<file path="src/cpurf_pkg.sv">
// Purpose: Shared constants and types of the core register file.
// Assumes: 32-bit words, AXI4-Lite register window of 32-bit words.
// Notes:   Bus offsets are byte addresses; index is offset divided by 4.
package cpurf_pkg;

    localparam int unsigned XLEN  = 32;
    localparam int unsigned IDX_W = 6;

    // Bus word indices
    localparam logic [5:0] IDX_GPR0   = 6'h00;
    localparam logic [5:0] IDX_GPR15  = 6'h0f;
    localparam logic [5:0] IDX_ISTK   = 6'h10;
    localparam logic [5:0] IDX_USTK   = 6'h11;
    localparam logic [5:0] IDX_VTB    = 6'h12;
    localparam logic [5:0] IDX_PC     = 6'h13;
    localparam logic [5:0] IDX_STW    = 6'h14;
    localparam logic [5:0] IDX_BKPC   = 6'h15;
    localparam logic [5:0] IDX_BKSW   = 6'h16;
    localparam logic [5:0] IDX_FVEC   = 6'h17;
    localparam logic [5:0] IDX_FSW    = 6'h18;
    localparam logic [5:0] IDX_STATUS = 6'h19;
    localparam logic [5:0] IDX_MASK   = 6'h1a;

    // Control transfer selectors
    localparam logic [2:0] CTL_ISTK = 3'h0;
    localparam logic [2:0] CTL_USTK = 3'h1;
    localparam logic [2:0] CTL_VTB  = 3'h2;
    localparam logic [2:0] CTL_STW  = 3'h3;
    localparam logic [2:0] CTL_BKPC = 3'h4;
    localparam logic [2:0] CTL_BKSW = 3'h5;
    localparam logic [2:0] CTL_FVEC = 3'h6;
    localparam logic [2:0] CTL_FSW  = 3'h7;

    // Field positions
    localparam int unsigned STW_U_BIT  = 17;
    localparam int unsigned FSW_CAUSE  = 0;
    localparam int unsigned FSW_ENABLE = 5;
    localparam int unsigned FSW_ACCUM  = 10;
    localparam int unsigned FEXC_W     = 5;
    localparam logic [31:0] FSW_MASK   = 32'h0000_7fff;

    // Interrupt status bits
    localparam int unsigned EV_FAST  = 0;
    localparam int unsigned EV_TRAP  = 1;
    localparam int unsigned EV_ACCUM = 2;
    localparam int unsigned EV_ALIGN = 3;
    localparam int unsigned EV_W     = 4;

    // Reset value and bus response codes
    localparam logic [31:0] RST_WORD = 32'h0000_0000;
    localparam logic [1:0]  RESP_OK  = 2'h0;
    localparam logic [1:0]  RESP_ERR = 2'h2;

    // Readable word indices
    function automatic logic idx_rd_ok(input logic [5:0] i);
        return i <= IDX_MASK;
    endfunction

    // Writable word indices: all readable ones except the program counter
    function automatic logic idx_wr_ok(input logic [5:0] i);
        return (i <= IDX_MASK) && (i != IDX_PC);
    endfunction

endpackage
</file>
<file path="src/cpurf_axil.sv">
// Purpose: AXI4-Lite slave front end for the core register file.
// Assumes: One write and one read outstanding; 32-bit data.
// Notes:   Unmapped targets and program counter writes answer SLVERR; interrupt status writes answer OKAY and are ignored.
`timescale 1ns/100ps
module cpurf_axil
    import cpurf_pkg::*;
(
    input  wire logic              sys_clk,
    input  wire logic              sys_rst,
    input  wire logic [31:0]       s_axi_awaddr,
    input  wire logic              s_axi_awvalid,
    output logic                   s_axi_awready,
    input  wire logic [31:0]       s_axi_wdata,
    input  wire logic [3:0]        s_axi_wstrb,
    input  wire logic              s_axi_wvalid,
    output logic                   s_axi_wready,
    output logic [1:0]             s_axi_bresp,
    output logic                   s_axi_bvalid,
    input  wire logic              s_axi_bready,
    input  wire logic [31:0]       s_axi_araddr,
    input  wire logic              s_axi_arvalid,
    output logic                   s_axi_arready,
    output logic [31:0]            s_axi_rdata,
    output logic [1:0]             s_axi_rresp,
    output logic                   s_axi_rvalid,
    input  wire logic              s_axi_rready,
    output logic                   bus_wr,
    output logic [IDX_W-1:0]       bus_widx,
    output logic [31:0]            bus_wdata,
    output logic [3:0]             bus_wstrb,
    output logic                   bus_rd,
    output logic [IDX_W-1:0]       bus_ridx,
    input  wire logic [31:0]       bus_rdata
);

    typedef struct packed {
        logic              aw_full;
        logic [31:0]       awaddr;
        logic              w_full;
        logic [31:0]       wdata;
        logic [3:0]        wstrb;
        logic              bvalid;
        logic [1:0]        bresp;
        logic              rvalid;
        logic [31:0]       rdata;
        logic [1:0]        rresp;
    } cpurf_axil_t;

    cpurf_axil_t s;
    cpurf_axil_t next_s;
    logic        w_mapped;
    logic        r_mapped;

    // Handshake and address decode
    always_comb begin
        s_axi_awready = !s.aw_full;
        s_axi_wready  = !s.w_full;
        s_axi_arready = !s.rvalid;
        w_mapped  = (s.awaddr[31:8] == 24'h0) &&
                    idx_wr_ok(s.awaddr[7:2]);
        r_mapped  = (s_axi_araddr[31:8] == 24'h0) &&
                    idx_rd_ok(s_axi_araddr[7:2]);
        bus_widx  = s.awaddr[7:2];
        bus_wdata = s.wdata;
        bus_wstrb = s.wstrb;
        bus_ridx  = s_axi_araddr[7:2];
        bus_wr    = s.aw_full && s.w_full && !s.bvalid && w_mapped;
        bus_rd    = s_axi_arvalid && !s.rvalid && r_mapped;
    end

    // Next state of both channels
    always_comb begin
        next_s = s;
        if (s_axi_awvalid && !s.aw_full) begin
            next_s.aw_full = 1'b1;
            next_s.awaddr  = s_axi_awaddr;
        end
        if (s_axi_wvalid && !s.w_full) begin
            next_s.w_full = 1'b1;
            next_s.wdata  = s_axi_wdata;
            next_s.wstrb  = s_axi_wstrb;
        end
        if (s.aw_full && s.w_full && !s.bvalid) begin
            next_s.aw_full = 1'b0;
            next_s.w_full  = 1'b0;
            next_s.bvalid  = 1'b1;
            next_s.bresp   = w_mapped ? RESP_OK : RESP_ERR;
        end
        if (s.bvalid && s_axi_bready) begin
            next_s.bvalid = 1'b0;
        end
        if (s.rvalid && s_axi_rready) begin
            next_s.rvalid = 1'b0;
        end
        if (s_axi_arvalid && !s.rvalid) begin
            next_s.rvalid = 1'b1;
            next_s.rdata  = r_mapped ? bus_rdata : RST_WORD;
            next_s.rresp  = r_mapped ? RESP_OK : RESP_ERR;
        end
    end

    // State register
    always_ff @(posedge sys_clk) begin
        if (sys_rst) begin
            s <= '0;
        end else begin
            s <= next_s;
        end
    end

    assign s_axi_bvalid = s.bvalid;
    assign s_axi_bresp  = s.bresp;
    assign s_axi_rvalid = s.rvalid;
    assign s_axi_rdata  = s.rdata;
    assign s_axi_rresp  = s.rresp;

endmodule // cpurf_axil

</file>
<file path="src/cpurf_core.sv">
// Purpose: Core register file with control registers and float status.
// Assumes: Pipeline signals are on sys_clk; pulses last one cycle.
// Notes:   Core writes take priority over bus writes in the same cycle.
//          Status reads clear the sticky bits; new events win.
//          Misaligned pointer loads by control transfer, or over the bus with no aligned control pointer load in the same cycle, raise a status bit.
//
// Summary of operation
// - Sixteen general registers; one to fifteen hold data or addresses.
// - Register zero is the selected stack pointer.
// - Status word bit picks interrupt or user stack pointer.
// - Vector table base holds table start, loaded with multiples of four.
// - Program counter holds the executing instruction's address.
// - Fast interrupt saves program counter to its backup.
// - Fast interrupt saves status word to its same-layout backup.
// - Fast interrupt branches to the fast vector address.
// - Enabled float exceptions trap and set their cause flag.
// - Disabled float exceptions set their accumulated flag, no trap.
// - Accumulated float flags stay set until software writes zero.
//
// The placing of the registers and the AXI4-Lite interface to the registers were chosen for this implementation.
`timescale 1ns/100ps
module cpurf_core
    import cpurf_pkg::*;
(
    input  wire logic         sys_clk,
    input  wire logic         sys_rst,
    input  wire logic [3:0]   rd_a_idx,
    output logic [31:0]       rd_a_data,
    input  wire logic [3:0]   rd_b_idx,
    output logic [31:0]       rd_b_data,
    input  wire logic         gpr_wr_en,
    input  wire logic [3:0]   gpr_wr_idx,
    input  wire logic [31:0]  gpr_wr_data,
    input  wire logic         ctl_wr_en,
    input  wire logic [2:0]   ctl_wr_sel,
    input  wire logic [31:0]  ctl_wr_data,
    input  wire logic         pc_load,
    input  wire logic [31:0]  pc_next,
    input  wire logic         fast_int_take,
    input  wire logic         fast_int_return,
    input  wire logic         fexc_valid,
    input  wire logic [4:0]   fexc_flags,
    output logic [31:0]       program_counter,
    output logic [31:0]       processor_status_word,
    output logic [31:0]       vector_table_base,
    output logic [31:0]       float_status_word,
    output logic [31:0]       active_stack_ptr,
    output logic              float_trap,
    output logic              irq,
    input  wire logic [31:0]  s_axi_awaddr,
    input  wire logic         s_axi_awvalid,
    output logic              s_axi_awready,
    input  wire logic [31:0]  s_axi_wdata,
    input  wire logic [3:0]   s_axi_wstrb,
    input  wire logic         s_axi_wvalid,
    output logic              s_axi_wready,
    output logic [1:0]        s_axi_bresp,
    output logic              s_axi_bvalid,
    input  wire logic         s_axi_bready,
    input  wire logic [31:0]  s_axi_araddr,
    input  wire logic         s_axi_arvalid,
    output logic              s_axi_arready,
    output logic [31:0]       s_axi_rdata,
    output logic [1:0]        s_axi_rresp,
    output logic              s_axi_rvalid,
    input  wire logic         s_axi_rready
);

    typedef struct packed {
        logic [15:0][31:0] gpr;
        logic [31:0]       interrupt_stack_ptr;
        logic [31:0]       user_stack_ptr;
        logic [31:0]       vector_table_base;
        logic [31:0]       program_counter;
        logic [31:0]       processor_status_word;
        logic [31:0]       backup_program_counter;
        logic [31:0]       backup_status_word;
        logic [31:0]       fast_vector_register;
        logic [31:0]       float_status_word;
        logic [EV_W-1:0]   irq_status;
        logic [EV_W-1:0]   irq_mask;
        logic [31:0]       rd_a;
        logic [31:0]       rd_b;
        logic              float_trap;
    } cpurf_state_t;

    cpurf_state_t s;
    cpurf_state_t next_s;

    logic              bus_wr;
    logic [IDX_W-1:0]  bus_widx;
    logic [31:0]       bus_wdata;
    logic [3:0]        bus_wstrb;
    logic              bus_rd;
    logic [IDX_W-1:0]  bus_ridx;
    logic [31:0]       bus_rdata;

    // Stack pointer currently selected by the status word
    function automatic logic [31:0] sp_sel(input cpurf_state_t st);
        return st.processor_status_word[STW_U_BIT] ?
               st.user_stack_ptr : st.interrupt_stack_ptr;
    endfunction

    // General register read; index zero yields the active stack pointer
    function automatic logic [31:0] gpr_read(input cpurf_state_t st,
                                             input logic [3:0] i);
        return (i == 4'h0) ? sp_sel(st) : st.gpr[i];
    endfunction

    // Byte-lane merge of a bus write
    function automatic logic [31:0] lane_merge(input logic [31:0] old,
                                               input logic [31:0] nw,
                                               input logic [3:0] strb);
        logic [31:0] r;
        r = old;
        for (int b = 0; b < 4; b++) begin
            if (strb[b]) begin
                r[b*8 +: 8] = nw[b*8 +: 8];
            end
        end
        return r;
    endfunction

    // Float status write keeping only defined fields
    function automatic logic [31:0] fsw_fix(input logic [31:0] v);
        return v & FSW_MASK;
    endfunction

    // Bus slave front end
    cpurf_axil u_axil (
        .sys_clk       (sys_clk),
        .sys_rst       (sys_rst),
        .s_axi_awaddr  (s_axi_awaddr),
        .s_axi_awvalid (s_axi_awvalid),
        .s_axi_awready (s_axi_awready),
        .s_axi_wdata   (s_axi_wdata),
        .s_axi_wstrb   (s_axi_wstrb),
        .s_axi_wvalid  (s_axi_wvalid),
        .s_axi_wready  (s_axi_wready),
        .s_axi_bresp   (s_axi_bresp),
        .s_axi_bvalid  (s_axi_bvalid),
        .s_axi_bready  (s_axi_bready),
        .s_axi_araddr  (s_axi_araddr),
        .s_axi_arvalid (s_axi_arvalid),
        .s_axi_arready (s_axi_arready),
        .s_axi_rdata   (s_axi_rdata),
        .s_axi_rresp   (s_axi_rresp),
        .s_axi_rvalid  (s_axi_rvalid),
        .s_axi_rready  (s_axi_rready),
        .bus_wr        (bus_wr),
        .bus_widx      (bus_widx),
        .bus_wdata     (bus_wdata),
        .bus_wstrb     (bus_wstrb),
        .bus_rd        (bus_rd),
        .bus_ridx      (bus_ridx),
        .bus_rdata     (bus_rdata)
    );

    // Bus read mux; index zero reads the active stack pointer
    always_comb begin
        bus_rdata = (bus_ridx <= IDX_GPR15) ? gpr_read(s, bus_ridx[3:0])
                                            : bus_rdata_w(bus_ridx);
    end

    // Next state: bus writes first, core activity overrides
    always_comb begin
        logic [EV_W-1:0]   ev;
        logic [31:0]       bv;
        logic [FEXC_W-1:0] en;
        logic [FEXC_W-1:0] trap_set;
        logic [FEXC_W-1:0] acc_set;
        ev       = '0;
        bv       = RST_WORD;
        en       = s.float_status_word[FSW_ENABLE +: FEXC_W];
        trap_set = '0;
        acc_set  = '0;
        next_s   = s;
        next_s.float_trap = 1'b0;

        // Software access over the bus
        if (bus_wr) begin
            if (bus_widx <= IDX_GPR15) begin
                bv = lane_merge(gpr_read(s, bus_widx[3:0]), bus_wdata,
                                bus_wstrb);
            end else begin
                bv = lane_merge(bus_rdata_w(bus_widx), bus_wdata,
                                bus_wstrb);
            end
            if (bus_widx == IDX_GPR0) begin
                if (s.processor_status_word[STW_U_BIT]) begin
                    next_s.user_stack_ptr = bv;
                end else begin
                    next_s.interrupt_stack_ptr = bv;
                end
                ev[EV_ALIGN] = |bv[1:0];
            end else if (bus_widx <= IDX_GPR15) begin
                next_s.gpr[bus_widx[3:0]] = bv;
            end else begin
                unique case (bus_widx)
                    IDX_ISTK: begin
                        next_s.interrupt_stack_ptr = bv;
                        ev[EV_ALIGN] = |bv[1:0];
                    end
                    IDX_USTK: begin
                        next_s.user_stack_ptr = bv;
                        ev[EV_ALIGN] = |bv[1:0];
                    end
                    IDX_VTB: begin
                        next_s.vector_table_base = bv;
                        ev[EV_ALIGN] = |bv[1:0];
                    end
                    IDX_STW:   next_s.processor_status_word = bv;
                    IDX_BKPC:  next_s.backup_program_counter = bv;
                    IDX_BKSW:  next_s.backup_status_word = bv;
                    IDX_FVEC:  next_s.fast_vector_register = bv;
                    IDX_FSW:   next_s.float_status_word = fsw_fix(bv);
                    IDX_MASK:  next_s.irq_mask = bv[EV_W-1:0];
                    default:   next_s.irq_mask = s.irq_mask;
                endcase
            end
        end

        // Control register transfer from the pipeline
        if (ctl_wr_en) begin
            unique case (ctl_wr_sel)
                CTL_ISTK: begin
                    next_s.interrupt_stack_ptr = ctl_wr_data;
                    ev[EV_ALIGN] = |ctl_wr_data[1:0];
                end
                CTL_USTK: begin
                    next_s.user_stack_ptr = ctl_wr_data;
                    ev[EV_ALIGN] = |ctl_wr_data[1:0];
                end
                CTL_VTB: begin
                    next_s.vector_table_base = ctl_wr_data;
                    ev[EV_ALIGN] = |ctl_wr_data[1:0];
                end
                CTL_STW:  next_s.processor_status_word = ctl_wr_data;
                CTL_BKPC: next_s.backup_program_counter = ctl_wr_data;
                CTL_BKSW: next_s.backup_status_word = ctl_wr_data;
                CTL_FVEC: next_s.fast_vector_register = ctl_wr_data;
                CTL_FSW:  next_s.float_status_word = fsw_fix(ctl_wr_data);
            endcase
        end

        // General register write; index zero reaches the active pointer
        if (gpr_wr_en) begin
            if (gpr_wr_idx == 4'h0) begin
                if (s.processor_status_word[STW_U_BIT]) begin
                    next_s.user_stack_ptr = gpr_wr_data;
                end else begin
                    next_s.interrupt_stack_ptr = gpr_wr_data;
                end
            end else begin
                next_s.gpr[gpr_wr_idx] = gpr_wr_data;
            end
        end

        // Program counter flow: fast entry, fast return, then normal step
        if (fast_int_take) begin
            next_s.backup_program_counter = s.program_counter;
            next_s.backup_status_word = s.processor_status_word;
            next_s.program_counter = s.fast_vector_register;
            ev[EV_FAST] = 1'b1;
        end else if (fast_int_return) begin
            next_s.program_counter = s.backup_program_counter;
            next_s.processor_status_word = s.backup_status_word;
        end else if (pc_load) begin
            next_s.program_counter = pc_next;
        end

        // Float exceptions: trap when enabled, accumulate when masked
        if (fexc_valid) begin
            trap_set = fexc_flags & en;
            acc_set  = fexc_flags & ~en;
        end
        if (|trap_set) begin
            next_s.float_status_word[FSW_CAUSE +: FEXC_W] = trap_set;
            next_s.float_trap = 1'b1;
            ev[EV_TRAP] = 1'b1;
        end
        // Set wins over a software clear in the same cycle
        next_s.float_status_word[FSW_ACCUM +: FEXC_W] =
            next_s.float_status_word[FSW_ACCUM +: FEXC_W] | acc_set;
        ev[EV_ACCUM] = |acc_set;

        // Sticky status: read clears, new event wins
        if (bus_rd && bus_ridx == IDX_STATUS) begin
            next_s.irq_status = '0;
        end
        next_s.irq_status = next_s.irq_status | ev;

        // Registered read ports see the state before this cycle's writes
        next_s.rd_a = gpr_read(s, rd_a_idx);
        next_s.rd_b = gpr_read(s, rd_b_idx);
    end

    // Current value of a control word by bus index
    function automatic logic [31:0] bus_rdata_w(input logic [5:0] i);
        logic [31:0] r;
        r = RST_WORD;
        unique case (i)
            IDX_ISTK:   r = s.interrupt_stack_ptr;
            IDX_USTK:   r = s.user_stack_ptr;
            IDX_VTB:    r = s.vector_table_base;
            IDX_PC:     r = s.program_counter;
            IDX_STW:    r = s.processor_status_word;
            IDX_BKPC:   r = s.backup_program_counter;
            IDX_BKSW:   r = s.backup_status_word;
            IDX_FVEC:   r = s.fast_vector_register;
            IDX_FSW:    r = s.float_status_word;
            IDX_STATUS: r = {28'h0, s.irq_status};
            IDX_MASK:   r = {28'h0, s.irq_mask};
            default:    r = RST_WORD;
        endcase
        return r;
    endfunction

    // State register
    always_ff @(posedge sys_clk) begin
        if (sys_rst) begin
            s <= '0;
        end else begin
            s <= next_s;
        end
    end

    // Outputs straight from state
    assign rd_a_data             = s.rd_a;
    assign rd_b_data             = s.rd_b;
    assign program_counter       = s.program_counter;
    assign processor_status_word = s.processor_status_word;
    assign vector_table_base     = s.vector_table_base;
    assign float_status_word     = s.float_status_word;
    assign active_stack_ptr      = sp_sel(s);
    assign float_trap            = s.float_trap;
    assign irq                   = |(s.irq_status & s.irq_mask);

endmodule // cpurf_core

</file>
<file path="config.mk">
export PLATFORM = sky130hd
export DESIGN_NAME = cpurf_core
export DESIGN_NICKNAME = d
export VERILOG_FILES = /design/src/cpurf_pkg.sv /design/src/cpurf_axil.sv /design/src/cpurf_core.sv
export SDC_FILE = /design/constraint.sdc
export NUM_CORES = 2
export LEC_CHECK = 0
export BUFFER_PORTS_ARGS = -buffer_cell sky130_fd_sc_hd__buf_2
export CAP_MARGIN = 30
export CELL_PAD_IN_SITES_DETAIL_PLACEMENT = 0
export CELL_PAD_IN_SITES_GLOBAL_PLACEMENT = 2
export CORE_MARGIN = 2
export CORE_UTILIZATION = 26
export DETAILED_ROUTE_END_ITERATION = 16
export PLACE_DENSITY = 0.55
export SYNTH_ARGS = -nofsm -noshare
export SYNTH_HDL_FRONTEND = slang
export SYNTH_SLANG_ARGS = --single-unit
export TNS_END_PERCENT = 30
</file>
<file path="constraint.sdc">
create_clock -name sys_clk -period 10.9 [get_ports sys_clk]
set_input_delay 2.725 -clock sys_clk [delete_from_list [all_inputs] [get_ports sys_clk]]
set_output_delay 2.725 -clock sys_clk [all_outputs]
set_load 0.02 [all_outputs]
</file>
-- Word level (Yosys, flattened, before mapping)
Index checks and enable logic that the tools add are counted.
- order comparisons: 11
- equality and inequality tests: 30
- multiplexer cells: 89
- bitwise operators: 8
- reductions and logical operators: 40
- operators with widths (operator ; count):
    512-bit 2-to-1 mux ; 3
    32-bit 2-to-1 mux ; 41
    512-bit bitwise mux ; 2
    32-bit one-hot mux with 11 select lines ; 2
    160-bit 2-to-1 mux ; 4
    608-bit 2-to-1 mux ; 1
    576-bit 2-to-1 mux ; 1
    32-bit binary-select mux with 4-bit select ; 4
    32-bit demux with 4-bit select ; 2
    64-bit 2-to-1 mux ; 3
    96-bit 2-to-1 mux ; 2
    6-bit by 5-bit equality test with 1-bit output (second input constant) ; 22
    8-bit 2-to-1 mux ; 8
    24-bit zero test ; 2
    35-bit 2-to-1 mux ; 1
    4-bit by 5-bit less-than comparator with 1-bit output (second input constant) ; 5
    4-bit zero test ; 5
    1-bit logical AND ; 15
    5-bit 2-to-1 mux ; 3
    3-bit equality test (second input constant) ; 4
    6-bit by 4-bit <= comparator with 1-bit output (second input constant) ; 2
    6-bit by 5-bit <= comparator with 1-bit output (second input constant) ; 2
    5-bit bitwise AND ; 2
    5-bit OR reduction ; 2
    21 further kinds ; 40
- register bits after elaboration: 981
- input bits: 229
- output and inout bits: 267
- word-level logic and storage cells: 218

-- Logic depth before layout (Yosys ltp)
- word-level depth: 15
- gate-level depth with buffers: 14
- depth with buffers taken out: 7

-- Modules after synthesis
From an unflattened synthesis, not the netlist that was laid out.
- cells, all modules: 7804
- area total of the unflattened synthesis: 66866.6 um^2
- modules (own cells, without submodules) (module ; times used ; cells each ; area each (um^2) ; seq. area each (um^2)):
    cpurf_core ; 1 ; 7309 ; 62597.5 ; 17356.6
    cpurf_axil ; 1 ; 495 ; 4269.1 ; 2082.0

-- Worst setup path before layout
No wires, ideal clock.
- path kind: input port to flip-flop
- start: input port s_axi_araddr[3]
- end: register u_axil.s, in the netlist u_axil.s_axi_rdata[2]
- library setup time: 0.117 ns
- arrival time: 5.155 ns
- data required time: 10.783 ns
- slack: 5.628 ns
- stages on the path: 8
- buffers on the path: 3
- cells stage by stage: clkbuf_1 > clkbuf_1 > buf_1 > mux4_2 > mux4_2 > nand2_1 > o211ai_1 > a32o_1
- longest elaborated chain between the ends: 5
- elaborated cells between the ends (all ways): 21
- classes of those cells: 2 x order compare; 11 x eq/ne; 6 x mux; 2 x reduce/logical
- RTL lines (element ; RTL line ; source):
    start: declaration ; cpurf_core.sv:60 ; input wire logic [31:0] s_axi_araddr,
    32-bit binary-select mux with 4-bit select ; cpurf_core.sv:107 ; return (i == 4'h0) ? sp_sel(st) : st.gpr[i];
    32-bit 2-to-1 mux (not written as such) ; cpurf_core.sv:107 ;
    32-bit 2-to-1 mux ; cpurf_core.sv:107 ;
    32-bit 2-to-1 mux ; cpurf_core.sv:161 ; bus_rdata = (bus_ridx <= IDX_GPR15) ? gpr_read(s, bus_ridx[3:0])
    32-bit 2-to-1 mux (*) ; cpurf_axil.sv:97 ; next_s.rdata = r_mapped ? bus_rdata : RST_WORD;
    end signal: assignment ; cpurf_axil.sv:107 ; s <= next_s;
    end: declaration ; cpurf_axil.sv:49 ; cpurf_axil_t s;
Every way passes the cells marked *; elsewhere a longest branch is shown, timed or not. The select of a mux whose other input is x is not followed.
A chain may end at the register's enable or synchronous reset.

-- Final worst setup path
- start: register s, in the netlist processor_status_word[17]
- end: output port active_stack_ptr[24]
- longest elaborated chain between the ends: 1
- RTL lines (element ; RTL line ; source):
    start: declaration ; cpurf_core.sv:87 ; cpurf_state_t s;
    start signal: assignment ; cpurf_core.sv:324 ; s <= next_s;
    32-bit 2-to-1 mux ; cpurf_core.sv:100 ; return st.processor_status_word[STW_U_BIT] ?
    end: declaration ; cpurf_core.sv:47 ; output logic [31:0] active_stack_ptr,
Every way passes these cells.

==> run metrics <==
die area roughly 260000 um2; vias in the first global route 64485; Max Slew Vio Count 0; Max H-tree Level 4; Cells after DPL around 11000; Finish-stage setup viols 0; largest net degree at the start of global routing 121; CP max stage delay 0.72 ns; Die Height 508.9 um; Yosys reg bits 977; Worst-Skew Late Latency a little over 0.8 ns; Total GRT Usage 0.3262; top layer used by detailed routing met5; Crit. End Element primary output; Netlist Area Pre-Place 66280 um2; Buf/Inv on CP 4; minimum clock period 5.720 ns; via count 69695; DR WL met3 44410 um; fillers 26837; Initial Util 0.2613; run status complete, no violations; WHS about 0.45 ns; drt wl/cell around 40 um; max-cap violation count 0; M1 wire length around 170000 um; clock skew 0.03768 ns; Nets 7714; period utilisation layout 0.5248; share of cells above drive strength 1 0.2278; Synth cell types 99; peak supply drop around 180 uV; CP startpoint kind flip-flop; Num CTS Buffers 139; router iterations before antenna repair 6; DRT antenna net count 0; I/O Buffers 489; Max stage delay cell, worst path buf_4; top-count cell post-synth nand2_1; DRC errors left 0; Top FF cell, synth dfxtp_1; row count 185; number of I/O pins ~500; WP data required 8.18 ns; Lkg Pwr about 26 nW; post-CTS setup buffer count 0; initial antenna violation count 43; CP Cell Sequence buf_4 > mux2i_1 > buf_4 > inv_1 > buf_2; core box area around 250000 um2; worst-case clock buffer depth 3; CTS Hold Buffers Added 0; arrival time of the worst setup path about 3 ns; DP HPWL 295900 um; CTS root buf clkbuf_16; Avg Vias per Cell 6.352; Worst Tran Pin Value 1.115 ns; ys async rst share 0; post-CTS sizing 0; Post-synth top cells nand2_1 (1016), dfxtp_1 (977), nor2_1 (756); area leader, netlist dfxtp_1; first-pass GRT wire length 585700 um; Final Cell Area ~75000 um2; CTS clock-pin slew for the worst setup and hold paths 0.06 ns; Area contributors post-synth dfxtp_1 (30%), mux4_2 (18%), nand2_1 (5.8%), nor2_1 (4.3%), a21oi_1 (3.9%); Fmax 0.1748 GHz; gr ovfl total 0; CP Max Fanout 45; number of cells in the finished layout apart from fillers roughly 11000; number of enable flip-flop cells after synthesis 0; Crit path top cell by count buf_4; Yosys Warn Count 0; DRT Wirelength 438200 um; DP Worst Slack 4.765 ns; Max-slew headroom 0.2565; top-area cell type share of the netlist area 0.2951; RSZ-0062 raised after global routing no; 1st-iter DRT viols 10283; die width 508.9 um; final hold vios 0; Area after DPL slightly above 70000 um2; clock tree sinks 977; met2 wire length 187400 um; Seq/Total Area, Yosys 0.2951; RePlAce Congestion 0.9411; CTS tree yes; Fin Setup TNS 0 ns; kind of cell adding the most delay to the critical path buffers and inverters; Power Dens Cells 140.1 nW/um2; cells after synthesis ~7600; Mean Syn Cell Area 8.691 um2; Layout area overhead 13.75%; post-route setup slack 5.180 ns; Setup Crit Path Kind flip-flop to primary output; Hold Crit Class flip-flop to flip-flop
==> cell families after synthesis <==
logic type	share of synthesized area
AO/OA/AOI/OAI	0.2025
adder cells (fa/ha/maj)	0.0001510
AND/OR/NAND/NOR	0.1968
multiplexers	0.2206
buffers and inverters	0.08482
other	0.00005658
flip-flops	0.2951
==> final timing paths <==
check / start / end / slack, ns / depth (start not counted)
max: processor_status_word[17]$_SDFF_PP0_ / active_stack_ptr[24] / 5.18 / 5
min: u_axil.bus_wdata[15]$_SDFFE_PP0P_ / u_axil.bus_wdata[15]$_SDFFE_PP0P_ / 0.45 / 2
max reg2reg: u_axil.bus_widx[2]$_SDFFE_PP0P_ / s[72]$_SDFF_PP0_ / 5.58 / 10
min reg2reg: u_axil.bus_wdata[15]$_SDFFE_PP0P_ / u_axil.bus_wdata[15]$_SDFFE_PP0P_ / 0.45 / 2
==> sequential cells by signal, indices dropped and copies added, names as in the netlist, 4 cells and up <==
| name | cells |
|---|---|
| u_axil.s_axi_rdata | 32 |
| rd_b_data | 32 |
| u_axil.bus_widx | 6 |
| s | 680 |
| u_axil.bus_wdata | 32 |
| u_axil.s | 26 |
| u_axil.bus_wstrb | 4 |
| vector_table_base | 32 |
| float_status_word | 32 |
| rd_a_data | 32 |
| processor_status_word | 32 |
| program_counter | 32 |
==> worst reg2reg max path: cells and delay by family (launching register included) <==
family                 cells  cell delay, ns
and+or+nand+nor            5            2.00
buffers and inverters      4            1.81
AOI/OAI and AO/OA          1            0.74
DFF                        1            0.64
==> per-layer routing <==
metal  GRT usage  up-vias
li1            -    28465
met3     0.08022      984
met4      0.2061        8
met1      0.4217    35478
met5           0        -
met2      0.4849     4760
==> area by class of cell <==
type / instances / area (um2) / share of cell area
flip-flops and latches: 977 / 19570 / 0.2596
inverters: 36 / 140.1 / 0.001859
repair buffers: 806 / 5189 / 0.06882
clock buffers: 211 / 4199 / 0.05569
diodes: 16 / 40.04 / 0.0005311
well taps: 3366 / 4212 / 0.05586
multi-input cells: 5525 / 41660 / 0.5525
clock inverters: 35 / 382.9 / 0.005078
==> power breakdown <==
group | internal, mW | switching, mW
clock | 2.81 | 1.96
combinational | 0.536 | 1.40
sequential | 3.68 | 0.180
==> per-stage QoR <==
stage | total power, mW | util
final | 10.56 | 0.2972
after global routing | 10.78 | 0.2971
after CTS | 10.55 | 0.2967
after detailed placement | 5.790 | 0.2787
after global placement | 5.752 | 0.2770
after floorplan | 4.899 | -
==> placed cells by master, fill, tap and decap left out, types with 22 or more instances in the layout <==
cell and n:
a211o_1 25, a211oi_1 159, a21o_1 25, a21oi_1 515, a221o_1 46, a221oi_1 89
a22o_1 65, a22oi_1 70, a311oi_1 208, a31oi_1 31, a32o_1 32, and2_1 48
and3_1 53, buf_2 479, buf_4 290, clkbuf_1 36, clkbuf_16 147, clkbuf_8 28
dfxtp_1 972, inv_1 33, mux2_2 30, mux2i_1 194, mux4_1 23, mux4_2 521
nand2_1 1003, nand3_1 238, nand4_1 100, nor2_1 738, nor2b_1 43, nor3_1 189
nor3_2 27, nor3_4 22, nor4_1 191, o211a_1 48, o211ai_1 41, o21a_1 47
o21ai_0 273, o221ai_1 69, o22ai_1 53, or3_1 48
Note: power is estimated with default switching activity, not from simulation.
